<file path="src/inc/swce_pkg.sv">
// constants, command layout and state record of the single-wire command executor
// assumes one 25 MHz core clock and a 32-bit classic Wishbone register port

package swce_pkg;

	////////////////////////////////////////////////////////////////////////////
	// clock and timebase
	localparam int CLK_HZ      = 25_000_000;
	localparam int HZ_PER_MHZ  = 1_000_000;
	localparam int US_CYC      = CLK_HZ / HZ_PER_MHZ;
	localparam int OD_TICK_CYC = 3;
	localparam int PRE_W       = 5;

	typedef logic [16:0] swce_tmr_t;
	typedef logic [31:0] swce_word_t;
	typedef logic [7:0]  swce_byte_t;
	typedef logic [7:0]  swce_adr_t;

	// wire timing in microsecond ticks, overdrive ticks are shorter
	localparam swce_tmr_t T_RST_LOW  = swce_tmr_t'(480);
	localparam swce_tmr_t T_SHORT    = swce_tmr_t'(2);
	localparam swce_tmr_t T_PRES     = swce_tmr_t'(70);
	localparam swce_tmr_t T_RST_END  = swce_tmr_t'(480);
	localparam swce_tmr_t T_LOW1     = swce_tmr_t'(6);
	localparam swce_tmr_t T_LOW0     = swce_tmr_t'(60);
	localparam swce_tmr_t T_SAMPLE   = swce_tmr_t'(15);
	localparam swce_tmr_t T_SLOT     = swce_tmr_t'(70);
	localparam swce_tmr_t T_DUR_UNIT = swce_tmr_t'(512);

	////////////////////////////////////////////////////////////////////////////
	// register map, byte addresses
	localparam swce_adr_t A_CMD      = 8'h00;
	localparam swce_adr_t A_CTRL     = 8'h04;
	localparam swce_adr_t A_STATUS   = 8'h08;
	localparam swce_adr_t A_RESULT   = 8'h0C;
	localparam swce_adr_t A_RDATA    = 8'h10;
	localparam swce_adr_t A_PP_DUR   = 8'h14;
	localparam swce_adr_t A_SPU_DUR  = 8'h18;
	localparam swce_adr_t A_IRQ_STAT = 8'h1C;
	localparam swce_adr_t A_IRQ_MASK = 8'h20;

	localparam int CTL_HALT_IDLE = 0;
	localparam int CTL_HALT_DONE = 1;
	localparam int CTL_RESUME    = 2;

	localparam int STB_BUSY   = 0;
	localparam int STB_HALTED = 1;
	localparam int STB_PROGV  = 2;
	localparam int STB_RESV   = 3;
	localparam int STB_DATAV  = 4;
	localparam int STB_PEND   = 5;
	localparam int STB_SPD    = 6;

	localparam int IRQ_DONE = 0;
	localparam int IRQ_RES  = 1;
	localparam int IRQ_DATA = 2;
	localparam int IRQ_W    = 3;

	////////////////////////////////////////////////////////////////////////////
	// codes and reset values
	localparam swce_byte_t RES_OK     = 8'h00;
	localparam swce_byte_t RES_SHORT  = 8'h01;
	localparam swce_byte_t RES_NOPRES = 8'h02;
	localparam swce_byte_t RES_ALARM  = 8'h04;
	localparam swce_byte_t RES_VPP    = 8'h08;
	localparam swce_byte_t DUR_INF    = 8'hFF;
	localparam swce_byte_t DUR_RST    = 8'h01;

	typedef enum logic [1:0] {
		OP_SET_DUR = 2'b00,
		OP_PULSE   = 2'b01,
		OP_RESET   = 2'b10,
		OP_BIT_IO  = 2'b11
	} swce_op_e;

	typedef enum logic [1:0] {
		SPD_REGULAR = 2'b00,
		SPD_FLEX    = 2'b01,
		SPD_OD      = 2'b10
	} swce_spd_e;

	localparam swce_byte_t PAR_REGULAR = 8'h00;
	localparam swce_byte_t PAR_FLEX    = 8'h01;
	localparam swce_byte_t PAR_OD      = 8'h02;

	typedef enum logic [2:0] {
		ST_IDLE    = 3'b000,
		ST_PULSE   = 3'b001,
		ST_RST_LOW = 3'b010,
		ST_RST_WT  = 3'b011,
		ST_SLOT    = 3'b100,
		ST_FINISH  = 3'b101
	} swce_fsm_e;

	// command word as written to A_CMD; sel picks strong pullup / speed change / pullup
	typedef struct packed {
		logic [7:0] rsv_hi;
		swce_byte_t param;
		logic [5:0] rsv_mid;
		swce_op_e   op;
		logic [2:0] rsv_lo;
		logic       pullup_if_zero_only;
		logic       bit_value;
		logic       sel;
		logic       notify_success_flag;
		logic       suppress_result_flag;
	} swce_cmd_s;

	typedef struct packed {
		swce_fsm_e        fsm;
		logic [PRE_W-1:0] pre;
		swce_tmr_t        tmr;
		swce_cmd_s        cmd;
		logic             pend;
		logic             halted;
		logic             pkind;
		swce_byte_t       pp_dur;
		swce_byte_t       spu_dur;
		swce_spd_e        speed;
		logic             progv;
		logic             sampled;
		logic             smp_a;
		logic             smp_b;
		swce_byte_t       err;
		swce_byte_t       result;
		logic             res_v;
		swce_byte_t       rdata;
		logic             data_v;
		logic [IRQ_W-1:0] irq_stat;
		logic [IRQ_W-1:0] irq_mask;
		logic             irq;
		logic             ow_oe;
		logic             prog_en;
		logic             spu_en;
		logic             ack;
		swce_word_t       dat;
	} swce_st_s;

endpackage

</file>
<file path="src/design/swce_top.sv">
// single-wire command executor: set duration, pulse, bus reset, bit slot
// assumes a classic Wishbone master on CORE_CLK and an external open-drain
// driver plus +12V / strong pullup switches on the wire
//
// How it works
// RULE1: set-duration loads byte into selected register
// RULE2: stored duration persists until next overwrite
// RULE3: infinite pulse ends on halt; resume restarts
// RULE4: set-duration result 0x00 only if notified
// RULE5: pulse drives programming level or strong pullup
// RULE6: pulse length from matching duration register
// RULE7: programming voltage flag sits in status bit2
// RULE8: pulse records missing voltage, 0x00 if notified
// RULE9: bus reset, then speed change when enabled
// RULE10: speed byte 0 regular, 1 flexible, 2 overdrive
// RULE11: host follows overdrive skip with reset 0x02
// RULE12: reset records fault flags, 0x00 if notified
// RULE13: bit command makes one slot, writes d3, samples
// RULE14: optional strong pullup after slot, conditional on zero
// RULE15: sampled bit returned unless result suppressed
// RULE16: bit command result 0x00 only if notified
// RULE17: returned byte holds bit in bit0, rest zero
// RULE18: commands run singly, each finished before next
`timescale 1ns/1ps

module swce_top
	import swce_pkg::*;
#(
	parameter int TICK_CYC = US_CYC,
	parameter int OD_CYC   = OD_TICK_CYC
) (
	// clock and reset
	input  wire logic              CORE_CLK,
	input  wire logic              RST_N,
	// wishbone slave
	input  wire logic              WB_CYC_I,
	input  wire logic              WB_STB_I,
	input  wire logic              WB_WE_I,
	input  wire swce_pkg::swce_adr_t  WB_ADR_I,
	input  wire logic [3:0]        WB_SEL_I,
	input  wire swce_pkg::swce_word_t WB_DAT_I,
	output swce_pkg::swce_word_t       WB_DAT_O,
	output logic                   WB_ACK_O,
	output logic                   IRQ,
	// single-wire bus, open drain
	input  wire logic              OW_IN,
	output logic                   OW_OUT,
	output logic                   OW_OE,
	// pulse switches and supply sense
	output logic                   PROG_PULSE_EN,
	output logic                   STRONG_PULLUP_EN,
	input  wire logic              PROG_VOLT_IN
);
	import swce_pkg::*;

	if (TICK_CYC < 1 || TICK_CYC > 2**PRE_W || OD_CYC < 1 || OD_CYC > 2**PRE_W) begin : g_chk
		$error("swce_top: tick divisor out of range");
	end

	////////////////////////////////////////////////////////////////////////////
	swce_st_s s_reg;
	swce_st_s s_next;

	always_comb begin
		logic       wr;
		logic       rd;
		logic       tick;
		logic       fin;
		swce_byte_t dur;
		swce_tmr_t  lim;
		swce_tmr_t  low;
		logic [IRQ_W-1:0] ev;
		wr   = 1'b0;
		rd   = 1'b0;
		tick = 1'b0;
		fin  = 1'b0;
		dur  = '0;
		lim  = '0;
		low  = '0;
		ev   = '0;
		s_next = s_reg;
		s_next.progv = PROG_VOLT_IN;
		wr = WB_CYC_I & WB_STB_I & WB_WE_I & ~s_reg.ack;
		rd = WB_CYC_I & WB_STB_I & ~WB_WE_I & ~s_reg.ack;

		// timebase; pulses always count in regular microseconds
		tick = (s_reg.pre == '0);
		if (tick) begin
			if (s_reg.speed == SPD_OD && s_reg.fsm != ST_PULSE) begin
				s_next.pre = PRE_W'(OD_CYC - 1);
			end else begin
				s_next.pre = PRE_W'(TICK_CYC - 1);
			end
			s_next.tmr = swce_tmr_t'(s_reg.tmr + 1'b1);
		end else begin
			s_next.pre = PRE_W'(s_reg.pre - 1'b1);
		end

		////////////////////////////////////////////////////////////////////////
		// bus side effects first so hardware sets below win over clears
		if (wr) begin
			unique case (WB_ADR_I)
				A_CMD: begin
					// one command at a time; the running one still reads this copy
					if (!s_reg.pend && s_reg.fsm == ST_IDLE) begin //RULE18
						if (WB_SEL_I[2:0] == 3'b111) begin
							s_next.cmd  = swce_cmd_s'(WB_DAT_I);
							s_next.pend = 1'b1;
						end
					end
				end
				A_CTRL: begin
					if (WB_SEL_I[0]) begin
						if (WB_DAT_I[CTL_HALT_IDLE] || WB_DAT_I[CTL_HALT_DONE]) begin
							s_next.halted = 1'b1;
						end else if (WB_DAT_I[CTL_RESUME]) begin
							s_next.halted = 1'b0; //RULE3
						end
					end
				end
				A_PP_DUR: begin
					if (WB_SEL_I[0]) begin
						s_next.pp_dur = WB_DAT_I[7:0]; //RULE2
					end
				end
				A_SPU_DUR: begin
					if (WB_SEL_I[0]) begin
						s_next.spu_dur = WB_DAT_I[7:0]; //RULE2
					end
				end
				A_IRQ_STAT: begin
					if (WB_SEL_I[0]) begin
						s_next.irq_stat = s_reg.irq_stat & ~WB_DAT_I[IRQ_W-1:0];
					end
				end
				A_IRQ_MASK: begin
					if (WB_SEL_I[0]) begin
						s_next.irq_mask = WB_DAT_I[IRQ_W-1:0];
					end
				end
				default: begin
				end
			endcase
		end
		if (rd && WB_ADR_I == A_RESULT) begin
			s_next.res_v = 1'b0;
		end
		if (rd && WB_ADR_I == A_RDATA) begin
			s_next.data_v = 1'b0;
		end

		////////////////////////////////////////////////////////////////////////
		unique case (s_reg.fsm)
			ST_IDLE: begin
				if (s_reg.pend && !s_reg.halted) begin //RULE18
					s_next.pend    = 1'b0;
					s_next.err     = RES_OK;
					s_next.tmr     = '0;
					s_next.sampled = 1'b0;
					// restart the timebase so the first tick is a whole one
					if (s_reg.speed == SPD_OD && s_reg.cmd.op != OP_PULSE) begin
						s_next.pre = PRE_W'(OD_CYC - 1);
					end else begin
						s_next.pre = PRE_W'(TICK_CYC - 1);
					end
					unique case (s_reg.cmd.op)
						OP_SET_DUR: begin
							if (s_reg.cmd.sel) begin
								s_next.spu_dur = s_reg.cmd.param; //RULE1
							end else begin
								s_next.pp_dur = s_reg.cmd.param; //RULE1
							end
							s_next.fsm = ST_FINISH;
						end
						OP_PULSE: begin
							if (!s_reg.cmd.sel && !s_reg.progv) begin
								s_next.err = RES_VPP; //RULE8
								s_next.fsm = ST_FINISH;
							end else begin
								s_next.pkind   = s_reg.cmd.sel;
								s_next.prog_en = ~s_reg.cmd.sel; //RULE5
								s_next.spu_en  = s_reg.cmd.sel; //RULE5
								s_next.fsm     = ST_PULSE;
							end
						end
						OP_RESET: begin
							s_next.ow_oe = 1'b1;
							s_next.fsm   = ST_RST_LOW;
						end
						OP_BIT_IO: begin
							s_next.ow_oe = 1'b1; //RULE13
							s_next.fsm   = ST_SLOT;
						end
					endcase
				end
			end
			ST_PULSE: begin
				dur = s_reg.pkind ? s_reg.spu_dur : s_reg.pp_dur; //RULE6
				lim = swce_tmr_t'(swce_tmr_t'(dur) * T_DUR_UNIT);
				if (dur == DUR_INF) begin
					fin = s_reg.halted; //RULE3
				end else begin
					// ends on the tick that completes the last unit, not one later
					fin = tick && (swce_tmr_t'(s_reg.tmr + 1'b1) >= lim);
				end
				if (fin) begin
					s_next.prog_en = 1'b0;
					s_next.spu_en  = 1'b0;
					s_next.fsm     = ST_FINISH;
				end
			end
			ST_RST_LOW: begin
				if (s_reg.tmr >= T_RST_LOW) begin
					s_next.ow_oe = 1'b0;
					s_next.tmr   = '0;
					s_next.fsm   = ST_RST_WT;
				end
			end
			ST_RST_WT: begin
				if (s_reg.tmr == T_SHORT) begin
					s_next.smp_a = OW_IN;
				end
				if (s_reg.tmr == T_PRES) begin
					s_next.smp_b = OW_IN;
				end
				if (s_reg.tmr >= T_RST_END) begin
					// low straight after release: short if it stays low, else early presence
					if (!s_reg.smp_a && !OW_IN) begin
						s_next.err = RES_SHORT; //RULE12
					end else if (!s_reg.smp_a) begin
						s_next.err = RES_ALARM; //RULE12
					end else if (s_reg.smp_b) begin
						s_next.err = RES_NOPRES; //RULE12
					end
					if (s_reg.cmd.sel) begin //RULE9
						if (s_reg.cmd.param == PAR_REGULAR) begin
							s_next.speed = SPD_REGULAR; //RULE10
						end else if (s_reg.cmd.param == PAR_FLEX) begin
							s_next.speed = SPD_FLEX; //RULE10
						end else if (s_reg.cmd.param == PAR_OD) begin
							s_next.speed = SPD_OD; //RULE10 RULE11
						end
					end
					s_next.fsm = ST_FINISH;
				end
			end
			ST_SLOT: begin
				low          = s_reg.cmd.bit_value ? T_LOW1 : T_LOW0;
				s_next.ow_oe = (s_reg.tmr < low); //RULE13
				if (s_reg.tmr == T_SAMPLE) begin
					s_next.sampled = OW_IN; //RULE13
				end
				if (s_reg.tmr >= T_SLOT) begin
					s_next.ow_oe = 1'b0;
					if (s_reg.cmd.sel && (!s_reg.cmd.pullup_if_zero_only || !s_reg.sampled)) begin
						s_next.pkind  = 1'b1; //RULE14
						s_next.spu_en = 1'b1; //RULE14
						s_next.tmr    = '0;
						s_next.pre    = PRE_W'(TICK_CYC - 1);
						s_next.fsm    = ST_PULSE;
					end else begin
						s_next.fsm = ST_FINISH;
					end
				end
			end
			ST_FINISH: begin
				if (!s_reg.cmd.suppress_result_flag) begin
					if (s_reg.cmd.op == OP_BIT_IO) begin
						s_next.rdata  = {7'b000_0000, s_reg.sampled}; //RULE15 RULE17
						s_next.data_v = 1'b1; //RULE15
						ev[IRQ_DATA]  = 1'b1;
					end
					if (s_reg.err != RES_OK) begin
						s_next.result = s_reg.err; //RULE8 RULE12
						s_next.res_v  = 1'b1;
						ev[IRQ_RES]   = 1'b1;
					end else if (s_reg.cmd.notify_success_flag) begin
						s_next.result = RES_OK; //RULE4 RULE16
						s_next.res_v  = 1'b1;
						ev[IRQ_RES]   = 1'b1;
					end
				end
				ev[IRQ_DONE] = 1'b1;
				s_next.fsm   = ST_IDLE; //RULE18
			end
			default: begin
				s_next.fsm = ST_IDLE;
			end
		endcase

		////////////////////////////////////////////////////////////////////////
		s_next.irq_stat = s_next.irq_stat | ev;
		s_next.irq      = |(s_next.irq_stat & s_next.irq_mask);
		s_next.ack      = WB_CYC_I & WB_STB_I & ~s_reg.ack;
		s_next.dat      = '0;
		if (rd) begin
			unique case (WB_ADR_I)
				A_CMD:      s_next.dat = swce_word_t'(s_reg.cmd);
				A_STATUS: begin
					s_next.dat[STB_BUSY]      = (s_reg.fsm != ST_IDLE);
					s_next.dat[STB_HALTED]    = s_reg.halted;
					s_next.dat[STB_PROGV]     = s_reg.progv; //RULE7
					s_next.dat[STB_RESV]      = s_reg.res_v;
					s_next.dat[STB_DATAV]     = s_reg.data_v;
					s_next.dat[STB_PEND]      = s_reg.pend;
					s_next.dat[STB_SPD +: 2]  = s_reg.speed;
				end
				A_RESULT:   s_next.dat[7:0] = s_reg.result;
				A_RDATA:    s_next.dat[7:0] = s_reg.rdata;
				A_PP_DUR:   s_next.dat[7:0] = s_reg.pp_dur;
				A_SPU_DUR:  s_next.dat[7:0] = s_reg.spu_dur;
				A_IRQ_STAT: s_next.dat[IRQ_W-1:0] = s_reg.irq_stat;
				A_IRQ_MASK: s_next.dat[IRQ_W-1:0] = s_reg.irq_mask;
				default:    s_next.dat = '0;
			endcase
		end
	end

	////////////////////////////////////////////////////////////////////////////
	always_ff @(posedge CORE_CLK or negedge RST_N) begin
		if (!RST_N) begin
			s_reg         <= '0;
			s_reg.fsm     <= ST_IDLE;
			s_reg.pp_dur  <= DUR_RST;
			s_reg.spu_dur <= DUR_RST;
			s_reg.speed   <= SPD_REGULAR;
		end else begin
			s_reg <= s_next;
		end
	end

	assign WB_DAT_O         = s_reg.dat;
	assign WB_ACK_O         = s_reg.ack;
	assign IRQ              = s_reg.irq;
	assign OW_OUT           = 1'b0;
	assign OW_OE            = s_reg.ow_oe;
	assign PROG_PULSE_EN    = s_reg.prog_en;
	assign STRONG_PULLUP_EN = s_reg.spu_en;

endmodule

</file>
<file path="config.mk">
export PLATFORM = sky130hd
export DESIGN_NAME = swce_top
export DESIGN_NICKNAME = d
export VERILOG_FILES = /design/src/inc/swce_pkg.sv /design/src/design/swce_top.sv
export SDC_FILE = /design/constraint.sdc
export NUM_CORES = 1
export LEC_CHECK = 0
export ABC_CLOCK_PERIOD_IN_PS = 3250
export BUFFER_PORTS_ARGS = -buffer_cell sky130_fd_sc_hd__buf_2
export CORE_MARGIN = 1.5
export CORE_UTILIZATION = 53
export DETAILED_ROUTE_END_ITERATION = 7
export PLACE_DENSITY = 0.76
export SYNTH_ARGS = -nofsm -noshare
export SYNTH_HDL_FRONTEND = slang
export SYNTH_SLANG_ARGS = --single-unit
</file>
<file path="constraint.sdc">
create_clock -name CORE_CLK -period 3.25 [get_ports CORE_CLK]
set_clock_uncertainty 0.1 [all_clocks]
set_input_delay 0.1625 -clock CORE_CLK [delete_from_list [all_inputs] [get_ports CORE_CLK]]
set_output_delay 0.1625 -clock CORE_CLK [all_outputs]
set_load 0.02 [all_outputs]
</file>
; ---- Yosys cells after proc, flatten, opt, wreduce, memory -nomap -nowiden
; Cells that the tools add are included.
[totals]
mem_bits_rw = 0
input_bits = 51
latch_bits = 0
romBits = 0
out_inout_bits = 38
word_cells = 235
n_memories = 0
register_bits = 144
[op_classes]
mux = 91
n_reduce_logical = 51
shift = 0
n_mul = 0
addsub = 2
magnitude_cmp = 4
div = 0
eq_ne = 37
bitwise = 14
[ops]
columns = op, n
row1 = $mux 8, 12
row2 = $mux 17, 3
row3 = $pmux 17 s3, 1
row4 = $mux 25, 2
row5 = $mux 16, 3
row6 = $mux 3, 11
row7 = $eq 8x5->1 const B, 4
row8 = $mux 32, 1
row9 = $mux 1, 25
row10 = $pmux 5 s5, 1
row11 = $mux 24, 1
row12 = $pmux 3 s8, 1
row13 = $mux 22, 1
row14 = $mux 10, 2
row15 = $reduce_and 4->1, 5
row16 = $mux 2, 9
row17 = $mux 9, 2
row18 = $add 17x1->17 const B, 1
row19 = $eq 17x2->1 const B, 1
row20 = $eq 17x4->1 const B, 1
row21 = $eq 17x7->1 const B, 1
row22 = $ge 17x17->1, 1
row23 = $ge 17x7->1 const B, 1
row24 = $ge 17x9->1 const B, 1
row25 = other kinds (48), 108

; ---- Logic depth before layout (Yosys ltp)
; Gate-level depths: netlist of the first run.
[logic_depth]
word_depth = 9
mapped_depth = 13
ltp_nobuf = 13

; ---- Worst setup path before layout of the first run
; No wires, ideal clock.
[synth_timing]
path_type = flip-flop to flip-flop
from = register s_reg[131] (netlist name)
to = register s_reg[150] (netlist name)
synth_period_minus_slack_ps = 3027
arrival_ps = 2831
stages_incl_launch_ff = 12
path_buffers = 1
setup_slack_ps = 223
setup_ps = 95
required_time_ps = 3055
path_cell_list = dfrtp_1 buf_2 nand4_1 or3_1 nor4_1 xor2_1 ha_1 nand4_1 or3b_2 a31oi_2 nor2_2 o32ai_2
[synth_between]
elab_chain_len = 7
elab_cells_between_ends = 12
cone_classes = 1 x add/sub / 3 x order compare / 4 x eq/ne / 2 x mux / 2 x reduce/logical
[synth_rtl]
columns = item, line
row1 = "start, declared", swce_top.sv:61  ; swce_st_s s_reg;
row2 = "start signal, assigned", swce_top.sv:328  ; s_reg <= s_next;
row3 = $add 17x1->17, swce_top.sv:204  ; fin = tick && (swce_tmr_t'(s_reg.tmr + 1'b1) >= lim);
row4 = $ge 17x17->1, swce_top.sv:204
row5 = $logic_and 1x1->1, swce_top.sv:204
row6 = $mux 1, swce_top.sv:200  ; if (dur == DUR_INF) begin
row7 = $mux 1, swce_top.sv:153  ; unique case (s_reg.fsm)
row8 = $ne 2x2->1 (no line), n/a
row9 = $reduce_and 5->1 (no line) *, n/a
; Mark *: on every way between the ends. The rest lies on a longest branch, timed or not. The select of a mux whose other input is x is not followed.
; A chain may end at the register's enable or synchronous reset.

; ---- Final worst setup path of the first run
[layout_timing]
from = register s_reg[127] (netlist name)
to = register s_reg[150] (netlist name)
; The elaborated chain is that of the path after synthesis.

==> reports/results.ini, run 1 <==
[final_layout]
area.growth.synth_to_final_pct = 20.65
antenna_cells_inserted = 0
final_cell_mix = 132 x sky130_fd_sc_hd__dfrtp_1, 85 x sky130_fd_sc_hd__buf_2, 70 x sky130_fd_sc_hd__nand2_1
multi_input_comb_area_um2 = 3263
fillerInstances = 959
final_cell_count_no_fill = 974
max_reg_flops = 99
layout.nets = 855
register_area_um2 = 3408
most_frequent_standard_cell_in_the_layout_excluding_fill_and_tap_cells = sky130_fd_sc_hd__dfrtp_1
post_route_cells_drive_above_1_share_pct = 26.93
final_util_pct = 66.40

[pwr]
irDropWorstVdd_mv = 0.4136
leakagePower_nw = 4.157
internal_power_w = 0.003112
power.total_w = 0.004144
power.switching_fraction_pct = 24.91
netSwitchingPower_w = 0.001032
p_comb_share_pct = 10.4
cell_area_power_density_nw_per_um2 = 486.7
power_frac_clock_pct = 45.9
seq_power_share_pct = 43.7

[clocking]
tritoncts.num_buffers = 17
tritoncts = built
cts_max_level = 4
clock_insertion_delay_worst_skew_ps = 420
clk_path_buf_depth = 2
clock_sinks = 136
clk_root_buffer_cell = sky130_fd_sc_hd__clkbuf_16
clk_transition_reported_paths_ps = 60

[grt]
globalRoute.totalOverflow = 0
grt_first_pass_wirelength_um = 27990
initial_antenna_violation_count = 0
globalRouteTotalUtil_pct = 25.42
grt_start_max_net_pins = 99
grt_pass1_vias = 5686

[sta]
slew-limit-headroom_pct = 41.89
final-setup-viol-count = 0
slew_violations = 0
min_period_ps = 3135
fmaxAchievable_mhz = 319.0
tightest_slew_ps = 871.6
final_min_period_over_clock_period_pct = 96.47
hold_violation_total_from_the_final_report = 0

[floorplan]
floorplan.die.height_um = 118.4
floorplan.die_area_um2 = 14020
initial_utilization_pct = 55.03
io_pins = 89
placementRows = 41
overall_die_width_um = 118.4
floorplan.core_area_um2 = 12820

[synthesis]
synth.ff_latch_count = 136
synth_enable_flop_cells = 0
synth_ff_type = sky130_fd_sc_hd__dfrtp_1
synth-seq-area-share_pct = 48.25
synth_cell_types = 73
asyncSetResetFlopFracSynth_pct = 100.0
synth_area_um2 = 7058
synth_warnings = 0
mappedNetlistNets = 753
synth_area_per_cell_um2 = 10.27
netlist_instances = 687

[placement]
detailedPlacementHpwl_um = 11600
gp_congestion = 0.9069
placement.io_buffers = 86
place.detailed.instances = 901

[run_status]
status = finished, final reports clean

[worst_hold_path]
hp-class = primary input to register

[run]
maxCapViolCount = 0

[worst_setup_path]
worst_ep_arrival_time_ps = 3360
setup.worst_path.class = register to register
critical_path.slowest_cell = sky130_fd_sc_hd__or3b_2
cp-start-kind = register
slowest_delay_ps = 500
crit_fanout = 5
end_kind = register
cp.required_ps = 3480
crit_chain = ha_2 > nand4_1 > nor3_2 > nand3_2 > nor2_2 > xor2_1 > ha_1 > nand4_1 > or3b_2 > a31oi_4 > nor2_2 > o32ai_2

[routing]
drt_drc_violations_left = 0
final_antenna_net_count = 0
first_pass_iters = 8
route.detailed.vias_per_inst = 5.762
drtIter0Drc = 524
drt-total-wl_um = 17230
wl_per_cell_um = 17.69
vias = 5612

-- power by group through the flow --
stage	Combinational [W]	Clock, W	Sequential, W
floorplan	0.000232	0	0.00183
global placement	0.000359	0	0.00184
detailed placement	0.000373	0	0.00184
CTS	0.000410	0.00192	0.00181
global route	0.000487	0.00200	0.00181
finish	0.000433	0.00190	0.00181
-- critical path: cells and delay by family (launching register included) --
family,cells,cell delay (ps)
simple gates,7,1430
fa+ha+maj,2,540
compound gates,2,500
flops,1,400
xor+xnor,1,70
-- cells by family (layout without fill, tap and decap cells) --
| logic type | Yosys count | in the layout | synth area share [%] |
|---|---|---|---|
| buffers and inverters | 78 | 193 | 6.329 |
| other | 1 | 1 | 0.05313 |
| adder cells (fa/ha/maj) | 15 | 15 | 2.659 |
| flip-flops | 136 | 136 | 48.25 |
| multiplexers | 67 | 67 | 10.23 |
| AND/OR/NAND/NOR | 254 | 254 | 18.97 |
| AO/OA/AOI/OAI | 111 | 111 | 10.41 |
| XOR/XNOR | 25 | 25 | 3.102 |
-- routing by layer --
metal	vias up	wire [um]	global-route usage [%]
met3	38	1092	6.612
met1	2773	6902	30.73
met2	211	8793	43.02
met5	-	0	0
met4	0	444	10.84
li1	2590	-	-
-- metrics by stage --
| stage | hold WS (ps) | setup slack (ps) | area, um2 | TNS, ps |
|---|---|---|---|---|
| 2_1_floorplan | -233.1 | 223.5 | 7058 | 0 |
| 3_3_place_gp | 177.2 | 173.9 | 7467 | 0 |
| 3_5_place_dp | 177.0 | -2.002 | 7467 | -2.002 |
| 4_1_cts | 5.651 | 17.86 | 8427 | 0 |
| 5_1_grt | 10.49 | -67.64 | 8516 | -90.25 |
| 6_report | 22.41 | 114.8 | 8516 | 0 |
-- what timing repair did --
action / CTS / global route
gates cloned: 0 / 0
gates resized for setup: 2 / 11
setup endpoints to repair: 2 / 3
pin swaps: 0 / 3
hold buffers: 36 / 0
setup buffers: 0 / 5
hold endpoints to repair: 139 / 0
-- final timing paths --
path,start,endpoint,slack (ps),cells past startpoint
worst max-delay path,s_reg[127],s_reg[150],110,12
worst min-delay path,WB_DAT_I[1],s_reg[95],20,2
worst max register to register,s_reg[127],s_reg[150],110,12
worst min register to register,s_reg[143],s_reg[143],370,1
max in group asynchronous,RST_N,s_reg[92],2020,3
min in group asynchronous,RST_N,s_reg[121],300,2
-- area by class of cell --
class	instances	area share, %
inverters	17	0.7493
repair buffers	144	11.45
clock inverters	13	1.734
multi-input cells	473	38.32
well taps	172	2.527
flip-flops and latches	136	40.02
clock buffers	19	5.201
-- Yosys cell counts, types with 15 or more instances --
master                     count  area (um2)
sky130_fd_sc_hd__mux2_2       40       450.4
sky130_fd_sc_hd__inv_1        17       63.81
sky130_fd_sc_hd__nand3_1      15       75.07
sky130_fd_sc_hd__dfrtp_1     134        3353
sky130_fd_sc_hd__o21ai_0      29       145.1
sky130_fd_sc_hd__buf_4        37       277.8
sky130_fd_sc_hd__and2_1       27       168.9
sky130_fd_sc_hd__nand2_1      70       262.8
sky130_fd_sc_hd__ha_1         15       187.7
sky130_fd_sc_hd__clkbuf_1     15       56.30
sky130_fd_sc_hd__nor2_1       53       198.9
sky130_fd_sc_hd__a21oi_1      32       160.2
sky130_fd_sc_hd__mux2i_1      26       260.3
No activity file was read; power rests on OpenSTA's default activity.
==> run 2, diff against run 1 <==
--- a/config.mk
+++ b/config.mk
@@ -7,6 +7,7 @@
 export LEC_CHECK = 0
 export ABC_CLOCK_PERIOD_IN_PS = 3250
 export BUFFER_PORTS_ARGS = -buffer_cell sky130_fd_sc_hd__buf_2
+export CORE_ASPECT_RATIO = 1.1
 export CORE_MARGIN = 1.5
 export CORE_UTILIZATION = 53
 export DETAILED_ROUTE_END_ITERATION = 7
==> run 2 against run 1 <==
  * Hold slack worse by 10 ps
  * Fmax up 0.75%
  * Largest power group unchanged
  * Sequential power about the same
==> reports/results.ini, run 2 (synthesized netlist as in run 1, its figures left out) <==
[final_layout]
final_cell_count_no_fill = 957  ; -1.7%
post_route_cells_drive_above_1_share_pct = 25.91  ; -1.0 points
final_util_pct = 64.43  ; -2.0 points
most_frequent_standard_cell_in_the_layout_excluding_fill_and_tap_cells = sky130_fd_sc_hd__dfrtp_1
finalInstanceArea_um2 = 8442  ; -0.87%
layout.nets = 849  ; -0.70%
area.growth.synth_to_final_pct = 19.61
max_reg_flops = 99  ; unchanged
final_cell_mix = 132 x sky130_fd_sc_hd__dfrtp_1, 85 x sky130_fd_sc_hd__buf_2, 70 x sky130_fd_sc_hd__nand2_1

[floorplan]
io_pins = 89  ; unchanged
overall_die_width_um = 113.0  ; -4.5%
initial_utilization_pct = 53.87  ; -1.2 points
floorplan.die.height_um = 124.0  ; +4.8%
floorplan.core_area_um2 = 13100  ; +2.2%
placementRows = 44  ; +7.3%
floorplan.die_area_um2 = 14020  ; about the same

[routing]
vias = 5645  ; +0.59%
drt_drc_violations_left = 0  ; unchanged
wl_per_cell_um = 17.90  ; +1.2%
drt-total-wl_um = 17130  ; -0.61%
route.top_layer_used = met4
detail_route.wirelength.met1_um = 6844  ; -0.84%
final_antenna_net_count = 0  ; unchanged
drtIter0Drc = 555  ; +5.9%
detailed_routed_wire_length_on_met3_um = 1030  ; -5.7%
detailroute.wirelength.met2_um = 8759  ; -0.39%
route.detailed.vias_per_inst = 5.899  ; +2.4%
first_pass_iters = 6  ; -2

[run_status]
status = finished, final reports clean

[clocking]
clock_insertion_delay_worst_skew_ps = 430  ; about the same
postCtsSetupBuffers = 0  ; unchanged
tritoncts = built
clk_path_buf_depth = 2  ; unchanged
tritoncts.num_buffers = 17  ; unchanged
clk_root_buffer_cell = sky130_fd_sc_hd__clkbuf_16
clock_sinks = 136  ; unchanged
cts_max_level = 4  ; unchanged
clk_transition_reported_paths_ps = 60  ; about the same

[worst_setup_path]
cp-start-kind = register
end_kind = register
r2r.worst_path.cells = 10  ; -2
startpoint_of_the_lowest_slack_register_to_register_path = s_reg[135]
crit_fanout = 4  ; -1
setup.worst_path.class = register to register
critical_path.slowest_cell = sky130_fd_sc_hd__or3b_2
cp.required_ps = 3480  ; about the same
worst_ep_arrival_time_ps = 3340  ; -20 ps
rr_endpoint = s_reg[150]
crit_chain = inv_1 > or3_4 > nor4_4 > xor2_1 > ha_1 > nand4_1 > or3b_2 > a31oi_2 > nor2_2 > o32ai_2
slowest_delay_ps = 480  ; -20 ps
setup.reg_to_reg.worst_slack_ps = 140  ; +20 ps

[pwr]
netSwitchingPower_w = 0.001039  ; +0.62%
power.switching_fraction_pct = 24.70  ; -0.21 points
internal_power_w = 0.003167  ; +1.8%
power_frac_clock_pct = 47.2  ; +1.3 points
p_comb_share_pct = 9.6  ; -0.8 points
power.total_w = 0.004206  ; +1.5%
seq_power_share_pct = 43.2  ; -0.5 points
leakagePower_nw = 4.133  ; -0.60%
irDropWorstVdd_mv = 0.2397  ; -42%
cell_area_power_density_nw_per_um2 = 498.2  ; +2.4%

[worst_hold_path]
min_delay_worst_endpoint = s_reg[92]
worst_hold_path_startpoint = WB_ADR_I[7]
worst_hold_path.num_cells = 4  ; +2
hp-class = primary input to register

[placement]
detailedPlacementHpwl_um = 11760  ; +1.3%
place.detailed.instances = 889  ; -1.3%
placement.cell_area_um2 = 7433  ; -0.45%
gp_congestion = 0.8978  ; -1.0%
placement.io_buffers = 86  ; unchanged

[sta]
min_period_ps = 3112  ; -23.31 ps
final-setup-viol-count = 0  ; unchanged
finalSetupTns_ps = 0  ; unchanged
final_min_period_over_clock_period_pct = 95.75  ; -0.72 points
slew-limit-headroom_pct = 41.35  ; -0.55 points
hold_violation_total_from_the_final_report = 0  ; unchanged
slew_violations = 0  ; unchanged
fmaxAchievable_mhz = 321.4  ; +0.75%
tightest_slew_ps = 879.8  ; +8.209 ps

[grt]
grt_pass1_vias = 5704  ; +0.32%
globalRoute.totalOverflow = 0  ; unchanged
globalRouteTotalUtil_pct = 25.46  ; +0.041 points
grt_first_pass_wirelength_um = 27590  ; -1.4%
grt_start_max_net_pins = 99  ; unchanged
initial_antenna_violation_count = 0  ; unchanged

[run]
maxCapViolCount = 0  ; unchanged

[run 2: changes by cell type in the layout (fill, tap and decap cells not counted), sizes merged]
cell,change
clkinvlp,-1
bufinv,+1
clkbuf,-1
buf,-6
diode,+1
[run 2: stage by stage]
step | setup WS (ps) | hold slack (ps)
after floorplan | 223.5 | -233.1
after global placement | 169.8 | 173.3
after detailed placement | 42.44 | 175.0
after CTS | 27.05 | 1.351
after global routing | -8.566 | 31.11
final | 138.1 | 12.29
[run 2: how the worst max path moves through the flow]
| stage | cells after the start | end | start | slack [ps] |
|---|---|---|---|---|
| 6_report | 10 | s_reg[150] | s_reg[135] | 140 |
| 5_1_grt | 10 | PROG_PULSE_EN | s_reg[127] | -9 |
| 4_1_cts | 13 | s_reg[150] | s_reg[127] | 30 |
| 3_5_place_dp | 11 | PROG_PULSE_EN | s_reg[127] | 40 |
| 3_3_place_gp | 10 | s_reg[150] | s_reg[127] | 170 |
| 2_1_floorplan | 11 | s_reg[150] | s_reg[131] | 220 |
[run 2: per-layer routing]
| metal | global-route usage [%] | vias to the layer above |
|---|---|---|
| li1 | - | 2601 |
| met1 | 29.06 | 2782 |
| met2 | 45.27 | 210 |
| met3 | 5.985 | 52 |
| met4 | 12.42 | 0 |
| met5 | 0 | - |
[run 2: power groups by stage]
stage / combinational [W] / sequential [W] / clock (W)
2_1_floorplan: 0.000232 / 0.00183 / 0
3_3_place_gp: 0.000352 / 0.00184 / 0
3_5_place_dp: 0.000368 / 0.00184 / 0
4_1_cts: 0.000405 / 0.00181 / 0.00200
5_1_grt: 0.000457 / 0.00182 / 0.00208
6_report: 0.000405 / 0.00182 / 0.00199
[run 2: cell type report]
class                      instances  area (um2)
multi-input combinational        473        3239
clock inverter                    13       170.2
fill                            1019        4661
tap                              161       201.4
inverter                          17       63.81
clock buffer                      18       439.2
antenna                            1       2.502
timing repair buffer             138       917.1
sequential                       136        3408
[run 2: what timing repair did]
action,4_1_cts,5_1_grt
pin swaps,0,1
cloned,0,0
hold buffers,36,0
resized for setup,1,7
endpoints found under the setup margin,2,3
endpoints found under the hold margin,139,0
[run 2: worst max-delay path: cells and delay by family (launching register included)]
| kind | cells | cell delay (ps) |
|---|---|---|
| flops | 1 | 440 |
| compound gates | 2 | 540 |
| xor+xnor | 1 | 110 |
| simple gates | 5 | 1400 |
| fa+ha+maj | 1 | 330 |
| buf+inv | 1 | 100 |
==> run 3, diff against run 2 <==
--- a/config.mk
+++ b/config.mk
@@ -12,6 +12,8 @@
 export CORE_UTILIZATION = 53
 export DETAILED_ROUTE_END_ITERATION = 7
 export PLACE_DENSITY = 0.76
+export RECOVER_POWER = 50
+export SETUP_SLACK_MARGIN = 0.05
 export SYNTH_ARGS = -nofsm -noshare
 export SYNTH_HDL_FRONTEND = slang
 export SYNTH_SLANG_ARGS = --single-unit
==> run 3 against run 2 <==
  * The flow now finishes with violations (design-rule violations, max-capacitance violations, max-slew violations)
  * Sequential power is essentially flat
  * Clock power is essentially flat
  * Register-to-register slack gained 20 ps
  * Clock-buffer cell count is the same
  * Final area shrank 0.22%
  * Flip-flop and latch count is the same
  * Non-clock buffer count grew 4
  * Fmax grew 0.77%
  * Power grew 0.34%
  * Die area is the same
  * Utilization shrank 0.14 points
  * Critical path depth is the same
  * Critical endpoint unchanged
  * Largest power group unchanged
  * Highest routed layer unchanged
==> reports/results.ini, run 3 (synthesized netlist as in run 1, its figures left out) <==
[floorplan]
placementRows = 44  ; unchanged
initial_utilization_pct = 53.87  ; unchanged
floorplan.core_area_um2 = 13100  ; unchanged
io_pins = 89  ; unchanged
floorplan.die.height_um = 124.0  ; unchanged
overall_die_width_um = 113.0  ; unchanged
floorplan.die_area_um2 = 14020  ; unchanged

[final_layout]
final_cell_mix = 132 x sky130_fd_sc_hd__dfrtp_1, 70 x sky130_fd_sc_hd__nand2_1, 53 x sky130_fd_sc_hd__nor2_1
area.growth.synth_to_final_pct = 19.34
fillerInstances = 1038  ; +1.9%
most_frequent_standard_cell_in_the_layout_excluding_fill_and_tap_cells = sky130_fd_sc_hd__dfrtp_1
layout.nets = 853  ; +0.47%
post_route_cells_drive_above_1_share_pct = 21.65  ; -4.3 points
max_reg_flops = 99  ; unchanged

[placement]
gp_congestion = 0.8978  ; unchanged
placement.io_buffers = 86  ; unchanged
detailedPlacementHpwl_um = 11760  ; unchanged

[run]
maxCapViolCount = 1  ; +1

[grt]
globalRoute.totalOverflow = 0  ; unchanged
grt_pass1_vias = 5697  ; -0.12%
grt_start_max_net_pins = 99  ; unchanged
initial_antenna_violation_count = 0  ; unchanged
globalRouteTotalUtil_pct = 25.45  ; about the same
grt_first_pass_wirelength_um = 27580  ; about the same

[worst_setup_path]
worst_ep_arrival_time_ps = 3320  ; -20 ps
setup.worst_path.class = register to register
end_kind = register
cp-start-kind = register
crit_fanout = 4  ; unchanged
cp.required_ps = 3480  ; about the same
r2r.worst_path.cells = 10  ; unchanged

[pwr]
p_comb_share_pct = 10.0  ; +0.4 points
seq_power_share_pct = 43.0  ; -0.2 points
power.switching_fraction_pct = 24.66  ; -0.032 points
leakagePower_nw = 3.988  ; -3.5%
internal_power_w = 0.003179  ; +0.38%
irDropWorstVdd_mv = 0.2407  ; +0.42%
power_frac_clock_pct = 47.0  ; -0.2 points
cell_area_power_density_nw_per_um2 = 501.0  ; +0.56%
netSwitchingPower_w = 0.001041  ; +0.21%

[clocking]
clock_sinks = 136  ; unchanged
tritoncts.num_buffers = 17  ; unchanged
clk_path_buf_depth = 2  ; unchanged
clk_transition_reported_paths_ps = 60  ; about the same
clk_root_buffer_cell = sky130_fd_sc_hd__clkbuf_16
tritoncts = built
cts_max_level = 4  ; unchanged
clock_insertion_delay_worst_skew_ps = 430  ; about the same

[sta]
grt_setup_unrepaired = false
hold_violation_total_from_the_final_report = 0  ; unchanged
fmaxAchievable_mhz = 323.8  ; +0.77%
final_min_period_over_clock_period_pct = 95.02  ; -0.73 points
slew-limit-headroom_pct = -56.78  ; -98 points
final-setup-viol-count = 0  ; unchanged
whs_ps = 12.72  ; +0.4302 ps
finalSetupTns_ps = 0  ; unchanged
min_period_ps = 3088  ; -23.64 ps
tightest_slew_ps = 2352  ; +1472 ps
slew_violations = 99  ; +99

[routing]
final_antenna_net_count = 0  ; unchanged
drtIter0Drc = 547  ; -1.4%
wl_per_cell_um = 17.88  ; about the same
first_pass_iters = 8  ; +2
vias = 5648  ; +0.053%
route.detailed.vias_per_inst = 5.877  ; -0.36%
drt-total-wl_um = 17180  ; +0.33%
drt_drc_violations_left = 6  ; +6

[worst_hold_path]
hp-class = primary input to register
worst_hold_path.num_cells = 4  ; unchanged

[run_status]
status = finished, violations left
failed_checks = design-rule violations, max-capacitance violations, max-slew violations

## run 3: cell count changes in the layout (fill, tap and decap cells not counted)
cell                       before  now
sky130_fd_sc_hd__a31oi_2        1    0
sky130_fd_sc_hd__a31oi_4        0    1
sky130_fd_sc_hd__buf_2         85   48
sky130_fd_sc_hd__buf_4         16   18
sky130_fd_sc_hd__buf_6          1    0
sky130_fd_sc_hd__clkbuf_1       0   37
sky130_fd_sc_hd__clkbuf_2       0    3
## run 3: worst paths after layout
check,startpoint,to,slack [ps]
worst max-delay path,s_reg[135],s_reg[150],160
worst min-delay path,WB_ADR_I[7],s_reg[92],10
worst max register to register,s_reg[135],s_reg[150],160
worst min register to register,s_reg[123],WB_DAT_O[29],380
max in group asynchronous,RST_N,IRQ,600
min in group asynchronous,RST_N,s_reg[118],880
## run 3: cell type report
class	count	area, um2	area share [%]
Clock buffer	18	439.2	5.214
Inverter	17	63.81	0.7576
Tap cell	161	201.4	2.392
Multi-Input combinational cell	473	3248	38.56
Sequential cell	136	3408	40.46
Clock inverter	13	170.2	2.020
Antenna cell	1	2.502	0.02971
Timing Repair Buffer	142	889.6	10.56
## run 3: repair_timing
action | CTS | global route
pin swaps | 0 | 1
setup buffers | 0 | 4
resized for setup | 2 | 7
endpoints found under the hold margin | 139 | 0
hold buffers | 36 | 0
endpoints found under the setup margin | 3 | 3
## run 3: layer usage
layer  vias up  GRT usage (%)  wire length (um)
li1       2608              -                 -
met1      2764          29.06              6730
met2       229          45.23              8833
met3        47          5.985              1155
met4         0          12.42               464
met5         -              0                 0
## run 3: power by group through the flow
stage / sequential, W / clock, W / combinational [W]
detailed placement: 0.00184 / 0 / 0.000368
CTS: 0.00181 / 0.00200 / 0.000406
global route: 0.00182 / 0.00208 / 0.000477
floorplan: 0.00183 / 0 / 0.000232
global placement: 0.00184 / 0 / 0.000352
finish: 0.00182 / 0.00198 / 0.000422
## run 3: critical path, stage by stage, from the launching register on
cell	delay, ps
sky130_fd_sc_hd__dfrtp_1	440
sky130_fd_sc_hd__inv_1	100
sky130_fd_sc_hd__or3_4	430
sky130_fd_sc_hd__nor4_4	290
sky130_fd_sc_hd__xor2_1	110
sky130_fd_sc_hd__ha_1	330
sky130_fd_sc_hd__nand4_1	140
sky130_fd_sc_hd__or3b_2	500
sky130_fd_sc_hd__a31oi_4	230
sky130_fd_sc_hd__nor2_2	70
sky130_fd_sc_hd__o32ai_2	260
## run 3: per-stage QoR
step           area [um2]  instances  power [W]  utilization (%)  worst slack, ps
2_1_floorplan        7058        687   0.002063                -            223.5
3_3_place_gp         7433        889   0.002190            56.73            169.8
3_5_place_dp         7433        889   0.002210            56.73            42.44
4_1_cts              8412        956   0.004222            64.20            61.89
5_1_grt              8421        960   0.004375            64.27            32.90
6_report             8423        961   0.004220            64.29            161.8
